### config.mk
export PLATFORM = sky130hd
export DESIGN_NAME = gpcfg_top
export DESIGN_NICKNAME = d
export VERILOG_FILES = /design/src/gpcfg_top.v /design/src/gpcfg_pin.v
export VERILOG_INCLUDE_DIRS = /design/src
export SDC_FILE = /design/constraint.sdc
export NUM_CORES = 1
export LEC_CHECK = 0
export ABC_AREA = 1
export BUFFER_PORTS_ARGS = -buffer_cell sky130_fd_sc_hd__buf_2
export CORE_ASPECT_RATIO = 0.9
export CORE_MARGIN = 2
export CORE_UTILIZATION = 45
export DETAILED_ROUTE_END_ITERATION = 8
export PLACE_DENSITY = 0.71
export SLEW_MARGIN = 20
export SYNTH_ARGS = -nofsm -noshare
export SYNTH_HDL_FRONTEND = slang
export SYNTH_HIERARCHICAL = 1
export SYNTH_SLANG_ARGS = --single-unit
### constraint.sdc
create_clock -name i_clock -period 1.2 [get_ports i_clock]
set_input_delay 0.24 -clock i_clock [delete_from_list [all_inputs] [get_ports i_clock]]
set_output_delay 0.24 -clock i_clock [all_outputs]
set_load 0.1 [all_outputs]
### src/gpcfg_defs.vh
// Overview of operation
// - pin 8 two-bit role selector
// - mirror roles follow internal signal continuously
// - high pin buffer: one push-pull, zero open-drain
// - high pin direction bits 6:4, reset zero
// - high data drives outputs, reads live pins
// - led select restores eeprom image on usb and lite resets
// - pins 0-7 unavailable in external mii mode
// - low enables: one default, reset all ones
// - non-default low pins may mirror mii signals
// - low buffer bits: push-pull or open-drain
// - low direction bits 15:8, reset zero
// - low data drives outputs, reads live pins
// - led select picks two led mappings
`ifndef GPCFG_DEFS_VH
`define GPCFG_DEFS_VH

// ***********************************************************
// register map (byte addresses)
// ***********************************************************
`define GPCFG_ADDR_W         12
`define GPCFG_HIGH_CFG_OFS   12'h024
`define GPCFG_LOW_CFG_OFS    12'h028

// ***********************************************************
// field positions
// ***********************************************************
`define GPCFG_LED_MAP_BIT    31
`define GPCFG_ROLE8_LSB      16
`define GPCFG_HBUF_LSB       8
`define GPCFG_HDIR_LSB       4
`define GPCFG_HDATA_LSB      0
`define GPCFG_LEN_LSB        24
`define GPCFG_LBUF_LSB       16
`define GPCFG_LDIR_LSB       8
`define GPCFG_LDATA_LSB      0

// ***********************************************************
// reset values
// ***********************************************************
`define GPCFG_LEN_RST        8'hFF
`define GPCFG_LBUF_RST       8'h00
`define GPCFG_LDIR_RST       8'h00
`define GPCFG_HBUF_RST       3'h0
`define GPCFG_HDIR_RST       3'h0
`define GPCFG_ROLE8_RST      2'h0

// ***********************************************************
// pin 8 role codes and bus responses
// ***********************************************************
`define GPCFG_ROLE_GPIO      2'h0
`define GPCFG_ROLE_LED       2'h1
`define GPCFG_ROLE_RXD2      2'h2
`define GPCFG_ROLE_CRS       2'h3
`define GPCFG_RESP_OKAY      2'h0
`define GPCFG_RESP_SLVERR    2'h2

`endif

### src/gpcfg_top.v
`timescale 1ns/1ns
`include "gpcfg_defs.vh"
// ***********************************************************
// eleven-pin configuration block with axi4-lite registers
// ***********************************************************
module gpcfg_top (
   input  wire        i_clock,                 // core clock, 100 MHz
   input  wire        i_reset,                 // synchronous, active high
   input  wire        i_usb_reset,             // usb reset pulse
   input  wire        i_lite_reset,            // lite reset pulse
   input  wire        i_eeprom_present,        // eeprom detected
   input  wire        i_eeprom_load,           // image load pulse
   input  wire        i_eeprom_led_select,     // led bit from image flags
   input  wire        i_phy_source_select,     // high: external mii in use
   input  wire        i_internal_mii_mirror_enable, // mirror enable from hw config
   input  wire [7:0]  i_low_default_value,     // default function outputs
   input  wire [7:0]  i_low_default_drive,     // default function drive
   input  wire [7:0]  i_low_mirror_value,      // internal mii mirror values
   input  wire        i_mii_rxd2,              // internal receive data bit 2
   input  wire        i_mii_crs,               // internal carrier sense
   input  wire        i_led_speed,             // speed is 100 Mbps
   input  wire        i_led_link,              // link up
   input  wire        i_led_activity,          // traffic seen
   input  wire        i_led_full_duplex,       // full duplex link
   input  wire [10:0] i_pin_in,                // pad levels
   output wire [10:0] o_pin_out,               // pad output values
   output wire [10:0] o_pin_oe_n,              // pad enables, low drives
   output reg         o_led_speed_n,           // speed led, active low
   output reg         o_led_link_act_n,        // link led, active low
   output reg         o_led_third_n,           // duplex or activity led
   input  wire [11:0] i_axi_awaddr,            // write address
   input  wire        i_axi_awvalid,           // write address valid
   output reg         o_axi_awready,           // write address ready
   input  wire [31:0] i_axi_wdata,             // write data
   input  wire [3:0]  i_axi_wstrb,             // write byte strobes
   input  wire        i_axi_wvalid,            // write data valid
   output reg         o_axi_wready,            // write data ready
   output reg  [1:0]  o_axi_bresp,             // write response
   output reg         o_axi_bvalid,            // write response valid
   input  wire        i_axi_bready,            // write response ready
   input  wire [11:0] i_axi_araddr,            // read address
   input  wire        i_axi_arvalid,           // read address valid
   output reg         o_axi_arready,           // read address ready
   output reg  [31:0] o_axi_rdata,             // read data
   output reg  [1:0]  o_axi_rresp,             // read response
   output reg         o_axi_rvalid,            // read data valid
   input  wire        i_axi_rready             // read data ready
);

   // ***********************************************************
   // configuration state
   // ***********************************************************
   reg  [7:0]  low_en_q;       // low_pin_default_enable
   reg  [7:0]  low_buf_q;      // low_pin_buffer_type
   reg  [7:0]  low_dir_q;      // low_pin_direction
   reg  [7:0]  low_data_q;     // low_pin_data, written value
   reg  [1:0]  role8_q;        // pin8_role_select
   reg  [2:0]  high_buf_q;     // high_pin_buffer_type
   reg  [2:0]  high_dir_q;     // high_pin_direction
   reg  [2:0]  high_data_q;    // high_pin_data, written value
   reg         led_map_q;      // led_map_select
   reg         led_image_q;    // last led bit loaded from eeprom
   wire [10:0] pin_level;      // filtered pad levels
   reg  [10:0] drive_w;
   reg  [10:0] value_w;
   reg  [10:0] pp_w;
   reg         led_third_w;
   wire        soft_reset;

   // ***********************************************************
   // bus slave state
   // ***********************************************************
   reg         aw_full_q;
   reg         w_full_q;
   reg  [11:0] aw_addr_q;
   reg  [31:0] w_data_q;
   reg  [3:0]  w_strb_q;
   reg         aw_full_d;
   reg         w_full_d;
   wire        aw_take;
   wire        w_take;
   wire        do_write;
   wire        ar_take;
   wire        hit_high_w;
   wire        hit_low_w;
   reg  [31:0] read_word;
   reg         read_hit;

   assign soft_reset = i_usb_reset | i_lite_reset;

   assign aw_take  = i_axi_awvalid & o_axi_awready;
   assign w_take   = i_axi_wvalid & o_axi_wready;
   assign ar_take  = i_axi_arvalid & o_axi_arready;
   // a write lands once address and data are both held and no answer waits
   assign do_write = aw_full_q & w_full_q & ~o_axi_bvalid;

   assign hit_high_w = (aw_addr_q == `GPCFG_HIGH_CFG_OFS);
   assign hit_low_w  = (aw_addr_q == `GPCFG_LOW_CFG_OFS);

   // ***********************************************************
   // write address and data channels
   // ***********************************************************
   // holding flags; address and data may arrive in either order
   always @* begin
      aw_full_d = aw_full_q;
      w_full_d  = w_full_q;
      if (do_write) begin
         aw_full_d = 1'b0;
         w_full_d  = 1'b0;
      end
      if (aw_take) begin
         aw_full_d = 1'b1;
      end
      if (w_take) begin
         w_full_d = 1'b1;
      end
   end

   // ready is a flop, so it follows the holding flag with no gate in the way
   always @(posedge i_clock) begin
      if (i_reset) begin
         aw_full_q     <= 1'b0;
         w_full_q      <= 1'b0;
         o_axi_awready <= 1'b1;
         o_axi_wready  <= 1'b1;
         aw_addr_q     <= 12'h000;
         w_data_q      <= 32'h0000_0000;
         w_strb_q      <= 4'h0;
      end else begin
         aw_full_q     <= aw_full_d;
         w_full_q      <= w_full_d;
         o_axi_awready <= ~aw_full_d;
         o_axi_wready  <= ~w_full_d;
         if (aw_take) begin
            aw_addr_q <= {i_axi_awaddr[11:2], 2'b00};
         end
         if (w_take) begin
            w_data_q <= i_axi_wdata;
            w_strb_q <= i_axi_wstrb;
         end
      end
   end

   // write response; unmapped addresses answer slverr and change nothing
   always @(posedge i_clock) begin
      if (i_reset) begin
         o_axi_bvalid <= 1'b0;
         o_axi_bresp  <= `GPCFG_RESP_OKAY;
      end else if (do_write) begin
         o_axi_bvalid <= 1'b1;
         o_axi_bresp  <= (hit_high_w | hit_low_w) ? `GPCFG_RESP_OKAY : `GPCFG_RESP_SLVERR;
      end else if (o_axi_bvalid & i_axi_bready) begin
         o_axi_bvalid <= 1'b0;
      end
   end

   // ***********************************************************
   // configuration registers
   // ***********************************************************
   // soft resets clear the pin setup but keep the eeprom led image
   always @(posedge i_clock) begin
      if (i_reset | soft_reset) begin
         low_en_q    <= `GPCFG_LEN_RST;
         low_buf_q   <= `GPCFG_LBUF_RST;
         low_dir_q   <= `GPCFG_LDIR_RST;
         low_data_q  <= 8'h00;
         role8_q     <= `GPCFG_ROLE8_RST;
         high_buf_q  <= `GPCFG_HBUF_RST;
         high_dir_q  <= `GPCFG_HDIR_RST;
         high_data_q <= 3'h0;
      end else if (do_write & hit_low_w) begin
         // reserved bits have no storage, so writes to them vanish
         if (w_strb_q[3]) low_en_q   <= w_data_q[`GPCFG_LEN_LSB +: 8];
         if (w_strb_q[2]) low_buf_q  <= w_data_q[`GPCFG_LBUF_LSB +: 8];
         if (w_strb_q[1]) low_dir_q  <= w_data_q[`GPCFG_LDIR_LSB +: 8];
         if (w_strb_q[0]) low_data_q <= w_data_q[`GPCFG_LDATA_LSB +: 8];
      end else if (do_write & hit_high_w) begin
         if (w_strb_q[2]) role8_q    <= w_data_q[`GPCFG_ROLE8_LSB +: 2];
         if (w_strb_q[1]) high_buf_q <= w_data_q[`GPCFG_HBUF_LSB +: 3];
         if (w_strb_q[0]) begin
            high_dir_q  <= w_data_q[`GPCFG_HDIR_LSB +: 3];
            high_data_q <= w_data_q[`GPCFG_HDATA_LSB +: 3];
         end
      end
   end

   // led select: zero without eeprom, image value after usb or lite reset
   always @(posedge i_clock) begin
      if (i_reset) begin
         led_image_q <= 1'b0;
         led_map_q   <= 1'b0;
      end else if (i_eeprom_load & i_eeprom_present) begin
         led_image_q <= i_eeprom_led_select;
         led_map_q   <= i_eeprom_led_select;
      end else if (soft_reset) begin
         led_map_q <= i_eeprom_present ? led_image_q : 1'b0;
      end else if (do_write & hit_high_w & w_strb_q[3]) begin
         led_map_q <= w_data_q[`GPCFG_LED_MAP_BIT];
      end
   end

   // ***********************************************************
   // read channel
   // ***********************************************************
   // data fields read back the pad levels, not the written values
   always @* begin
      read_word = 32'h0000_0000;
      read_hit  = 1'b1;
      case ({i_axi_araddr[11:2], 2'b00})
         `GPCFG_HIGH_CFG_OFS: begin
            read_word[`GPCFG_LED_MAP_BIT]         = led_map_q;
            read_word[`GPCFG_ROLE8_LSB +: 2]      = role8_q;
            read_word[`GPCFG_HBUF_LSB +: 3]       = high_buf_q;
            read_word[`GPCFG_HDIR_LSB +: 3]       = high_dir_q;
            read_word[`GPCFG_HDATA_LSB +: 3]      = pin_level[10:8];
         end
         `GPCFG_LOW_CFG_OFS: begin
            read_word[`GPCFG_LEN_LSB +: 8]        = low_en_q;
            read_word[`GPCFG_LBUF_LSB +: 8]       = low_buf_q;
            read_word[`GPCFG_LDIR_LSB +: 8]       = low_dir_q;
            read_word[`GPCFG_LDATA_LSB +: 8]      = pin_level[7:0];
         end
         default: begin
            read_hit = 1'b0;
         end
      endcase
   end

   // one read at a time; arready drops while the answer is waiting
   always @(posedge i_clock) begin
      if (i_reset) begin
         o_axi_arready <= 1'b1;
         o_axi_rvalid  <= 1'b0;
         o_axi_rdata   <= 32'h0000_0000;
         o_axi_rresp   <= `GPCFG_RESP_OKAY;
      end else if (ar_take) begin
         o_axi_arready <= 1'b0;
         o_axi_rvalid  <= 1'b1;
         o_axi_rdata   <= read_word;
         o_axi_rresp   <= read_hit ? `GPCFG_RESP_OKAY : `GPCFG_RESP_SLVERR;
      end else if (o_axi_rvalid & i_axi_rready) begin
         o_axi_arready <= 1'b1;
         o_axi_rvalid  <= 1'b0;
      end
   end

   // ***********************************************************
   // led mapping
   // ***********************************************************
   // mapping zero blinks the link led off on traffic, mapping one splits them
   always @(posedge i_clock) begin
      if (i_reset) begin
         o_led_speed_n    <= 1'b1;
         o_led_link_act_n <= 1'b1;
         o_led_third_n    <= 1'b1;
      end else begin
         o_led_speed_n <= ~i_led_speed;
         if (led_map_q) begin
            o_led_link_act_n <= ~i_led_link;
            o_led_third_n    <= ~i_led_activity;
         end else begin
            o_led_link_act_n <= ~(i_led_link & ~i_led_activity);
            o_led_third_n    <= ~i_led_full_duplex;
         end
      end
   end

   // ***********************************************************
   // pin function selection
   // ***********************************************************
   // pin 8 in led role shows the third led function of the current mapping
   always @* begin
      led_third_w = led_map_q ? ~i_led_activity : ~i_led_full_duplex;
   end

   // low pins: external mii or default enable hand the pad to its owner;
   // wake and interrupt sensing lives elsewhere and is only valid for inputs
   integer k;
   always @* begin
      drive_w = 11'h000;
      value_w = 11'h000;
      pp_w    = {high_buf_q, low_buf_q};
      for (k = 0; k < 8; k = k + 1) begin
         if (i_phy_source_select | low_en_q[k]) begin
            drive_w[k] = i_low_default_drive[k];
            value_w[k] = i_low_default_value[k];
         end else if (i_internal_mii_mirror_enable) begin
            drive_w[k] = 1'b1;
            value_w[k] = i_low_mirror_value[k];
         end else begin
            drive_w[k] = low_dir_q[k];
            value_w[k] = low_data_q[k];
         end
      end
      for (k = 9; k < 11; k = k + 1) begin
         drive_w[k] = high_dir_q[k - 8];
         value_w[k] = high_data_q[k - 8];
      end
      case (role8_q)
         `GPCFG_ROLE_GPIO: begin
            drive_w[8] = high_dir_q[0];
            value_w[8] = high_data_q[0];
         end
         `GPCFG_ROLE_LED: begin
            drive_w[8] = 1'b1;
            value_w[8] = led_third_w;
         end
         `GPCFG_ROLE_RXD2: begin
            drive_w[8] = 1'b1;
            value_w[8] = i_mii_rxd2;
         end
         `GPCFG_ROLE_CRS: begin
            drive_w[8] = 1'b1;
            value_w[8] = i_mii_crs;
         end
         default: begin
            drive_w[8] = 1'b0;
            value_w[8] = 1'b0;
         end
      endcase
   end

   // ***********************************************************
   // pad drivers
   // ***********************************************************
   // every pad costs one cycle of output latency for clean registered pins
   genvar g;
   generate
      for (g = 0; g < 11; g = g + 1) begin : g_pin
         gpcfg_pin u_pin (
            .i_clock     (i_clock),
            .i_reset     (i_reset),
            .i_pad       (i_pin_in[g]),
            .i_drive     (drive_w[g]),
            .i_value     (value_w[g]),
            .i_push_pull (pp_w[g]),
            .o_pad_out   (o_pin_out[g]),
            .o_pad_oe_n  (o_pin_oe_n[g]),
            .o_level     (pin_level[g])
         );
      end
   endgenerate

endmodule // gpcfg_top

### src/gpcfg_pin.v
`timescale 1ns/1ns
// ***********************************************************
// one pad: input filter and registered output driver
// ***********************************************************
module gpcfg_pin (
   input  wire i_clock,      // core clock
   input  wire i_reset,      // synchronous, active high
   input  wire i_pad,        // level seen on the pad
   input  wire i_drive,      // logic wants to drive the pad
   input  wire i_value,      // value to drive
   input  wire i_push_pull,  // one push-pull, zero open-drain
   output reg  o_pad_out,    // pad output value
   output reg  o_pad_oe_n,   // pad output enable, low drives
   output reg  o_level       // filtered pad level
);

   reg s1_q;
   reg s2_q;
   reg s3_q;

   // three-stage synchroniser; first stage feeds only the second
   always @(posedge i_clock) begin
      if (i_reset) begin
         s1_q <= 1'b0;
         s2_q <= 1'b0;
         s3_q <= 1'b0;
      end else begin
         s1_q <= i_pad;
         s2_q <= s1_q;
         s3_q <= s2_q;
      end
   end

   // level moves only once two stages agree, so one-cycle glitches die here
   always @(posedge i_clock) begin
      if (i_reset) begin
         o_level <= 1'b0;
      end else if (s2_q == s3_q) begin
         o_level <= s3_q;
      end
   end

   // open-drain only ever pulls low; a one releases the pad to its pull-up
   always @(posedge i_clock) begin
      if (i_reset) begin
         o_pad_out  <= 1'b0;
         o_pad_oe_n <= 1'b1;
      end else if (!i_drive) begin
         o_pad_out  <= 1'b0;
         o_pad_oe_n <= 1'b1;
      end else if (i_push_pull) begin
         o_pad_out  <= i_value;
         o_pad_oe_n <= 1'b0;
      end else begin
         o_pad_out  <= 1'b0;
         o_pad_oe_n <= i_value;
      end
   end

endmodule // gpcfg_pin

==> results.yml <==
run_status:
  status: "complete, but fails checks"
  violations: "setup timing"
worst_setup_path:
  worstPathMaxFanout: 8
  critical_path_buf_inv_count: 1
  crit_path_frequent_cell: "nor2_4"
  path_cells: "inv_2, nor2_4, nand2_4, nor2_4, nand4_4, nor2_2, nor2_1"
  crit_slowest_cell: "dfxtp_2"
  arrival_ns: 1.78
  path_delay_family: "simple AND/OR/NAND/NOR gates"
  cp-end-kind: "flop"
  cp.depth: 7
  max_stage_delay_ns: 0.33
  rr_worst_depth: 7
  crit_type: "flop to flop"
  crit_required_ns: 1.58
  cp-start-kind: "flop"
route:
  post_drt_wl_per_cell_um: 15.0
  totalWireLength_mm: 23.9
  viasPerCell: 4.96
  vias: 7918
  ant_nets: 0
  drtPass1Iterations: 5
  drc_errors: 0
  drt-initial-drc-count: 531
global_route:
  grt_overflow: 0
  grt_usage_pct: 25.1
  grt_pass1_wl_mm: 37.2
  first_global_vias: 7525
  antenna_found_initial: 1
  grt_max_degree: 50
synthesis:
  synth_edf_count: 0
  syn_area_per_cell_um2: 7.43
  syn_inst: 1070
  ys_ff_latch: 201
  synth_flop_cell: "dfxtp_1"
  synthArstFlopShare_pct: 0
  yosys_warnings: 6
  syn_area_um2: 7950
  synth-seq-area-share_pct: 50.6
  synth_cell_type_count: 28
placed_design:
  dpl_cell_area_um2: 10600
  io_buffers: 174
  hpwl_mm: 16.3
  place.gp.congestion: 0.889
clock_tree:
  clk_latency_ns: 0.49
  cts_root_buf: "clkbuf_16"
  cts_made_buffers: 21
  clk_pin_slew_worst_paths_ns: 0.06
  cts_tree: "done"
  h-tree-depth: 1
  cts.sinks: 201
  clk_path_buf_depth: 3
timing:
  finalHoldViolCount: 0
  hold_ws_ns: 0.00817
  period_needed_ns: 1.40
  setup_viol: 109
  clock.fmax_mhz: 716
  fin_skew_ns: 0.00923
  worst_slack_ns: -0.197
  post-route-period-util_pct: 116
  rsz0062_at_grt: "yes"
  drv_slew: 0
floorplan:
  ios: 181
  die_width_um: 144
  die_height_um: 130
  design.die.area_um2: 18700
  rows: 46
  coreArea_um2: 17400
  initial_core_util_pct: 45.6
cells_and_area:
  nets: 1455
  syn_to_final_growth_pct: 53.3
  fin_util_pct: 69.9
  final_area_um2: 12200
  layout-drive-gt1-share_pct: 39.1
power_and_ir_drop:
  power_density_nw_per_um2: 1310
  p_total_mw: 15.9
  vdd_ir_drop_max_mv: 1.10
  p_comb_share_pct: 14.1
  clkPwrFrac_pct: 41.0
  pwr-share-seq_pct: 45.0
  sw_frac_of_total_pct: 26.3
  switching_power_mw: 4.19
  p_int_mw: 11.8
  p_leak_nw: 5.45
worst_hold_path:
  hp-class: "input port to flop"
  whs_path_depth: 3
flow_run:
  maxCapViolCount: 0
==> final cells by class <==
| type | instances | area (um2) |
|---|---|---|
| antenna | 1 | 2.50 |
| clock buffer | 33 | 652 |
| clock inverter | 4 | 45.0 |
| fill | 1290 | 5260 |
| inverter | 137 | 534 |
| multi-input combinational | 694 | 3600 |
| sequential | 201 | 4140 |
| tap | 240 | 300 |
| timing repair buffer | 285 | 2910 |
==> power by group through the flow <==
stage               Combinational (mW)  Clock [mW]  Sequential [mW]
global placement                  1.98           0             7.27
CTS                               2.18        6.62             7.16
global route                      2.40        6.87             7.19
floorplan                        0.735           0             7.65
finish                            2.24        6.53             7.17
detailed placement                2.01           0             7.28
==> per-stage QoR <==
| step | instances | setup TNS (ns) | setup slack [ns] |
|---|---|---|---|
| final | 1595 | -9.13 | -0.197 |
| after global placement | 1510 | -8.23 | -0.138 |
| after global routing | 1594 | -14.51 | -0.275 |
| after detailed placement | 1510 | -10.59 | -0.185 |
| after floorplan | 1071 | -2.06 | -0.0820 |
| after CTS | 1585 | -8.57 | -0.162 |
==> registers in the layout, indices dropped and copies added (netlist names), 2 cells and up <==
signal,count
low_data_q,8
w_strb_q,4
role8_q,2
g_pin.u_pin/s1_q,11
g_pin.u_pin/s2_q,11
w_data_q,32
high_buf_q,3
g_pin.u_pin/o_pad_oe_n,11
high_data_q,3
o_axi_rdata,32
g_pin.u_pin/o_level,11
low_en_q,8
low_dir_q,8
high_dir_q,3
g_pin.u_pin/o_pad_out,11
g_pin.u_pin/s3_q,11
low_buf_q,8
aw_addr_q,10
==> synthesized netlist by cell type, types with 10 or more instances <==
library cell	number	area (um2)
o21ai_0	61	305
nand3_2	14	140
nor2_2	24	150
nor2_1	242	908
clkbuf_1	23	86.3
nand3_1	89	445
o21ai_2	11	96.3
a21oi_1	67	335
inv_2	14	52.6
dfxtp_1	201	4020
nor3_1	10	50.1
nand2_1	149	559
inv_1	123	462
==> worst register-to-register path: cells and delay by family, from the launching register on <==
kind / cells / cell delay, ns
buf+inv: 1 / 0.05
flops: 1 / 0.33
simple gates: 6 / 0.92
==> layer usage <==
metal	GRT usage, %	routed length (um)	vias to the layer above
met5	0	13	-
met4	8.54	818	2
met3	4.70	1740	64
met2	43.5	11500	295
met1	31.6	9880	3657
li1	-	-	3900
==> cells by family after synthesis <==
group | after synthesis | synth area share [%]
muxes | 1 | 0.126
AOI/OAI and AO/OA | 140 | 9.36
and+or+nand+nor | 547 | 30.8
buffers and inverters | 180 | 9.07
other | 1 | 0.0472
DFF | 201 | 50.6
==> worst paths after layout <==
path                                   startpoint                         endpoint  slack [ns]
setup / recovery        aw_addr_q[5]$_SDFFE_PP0P_       low_data_q[3]$_SDFFE_PP0P_       -0.20
hold / removal                     i_axi_wdata[0]         w_data_q[0]$_SDFFE_PP0P_       0.008
setup reg to reg        aw_addr_q[5]$_SDFFE_PP0P_       low_data_q[3]$_SDFFE_PP0P_       -0.20
hold reg to reg   g_pin[10].u_pin/s1_q$_SDFF_PP0_  g_pin[10].u_pin/s2_q$_SDFF_PP0_        0.40
==> what timing repair did <==
action,4_1_cts,5_1_grt
pin swaps,42,32
gates cloned,4,1
endpoints found under the hold margin,18,0
hold buffers,19,0
setup buffers,15,9
gates resized for setup,90,51
endpoints found under the setup margin,114,146
==> cells in the final DEF, fill, tap and decap left out, types with 19 or more instances in the layout <==
cell           Yosys  layout
buf_4              4      74
nand2_1          149     129
dfxtp_2            0      63
clkbuf_16          0      23
dfxtp_1          201     127
buf_2              6     110
nand3_1           89      85
nor2_1           242     213
o21ai_0           61      56
a21oi_1           67      59
nor2_2            24      45
dlygate4sd3_1      0      19
buf_12             0      77
inv_2             14      20
inv_1            123     114
(Power assumes the default switching activity.)
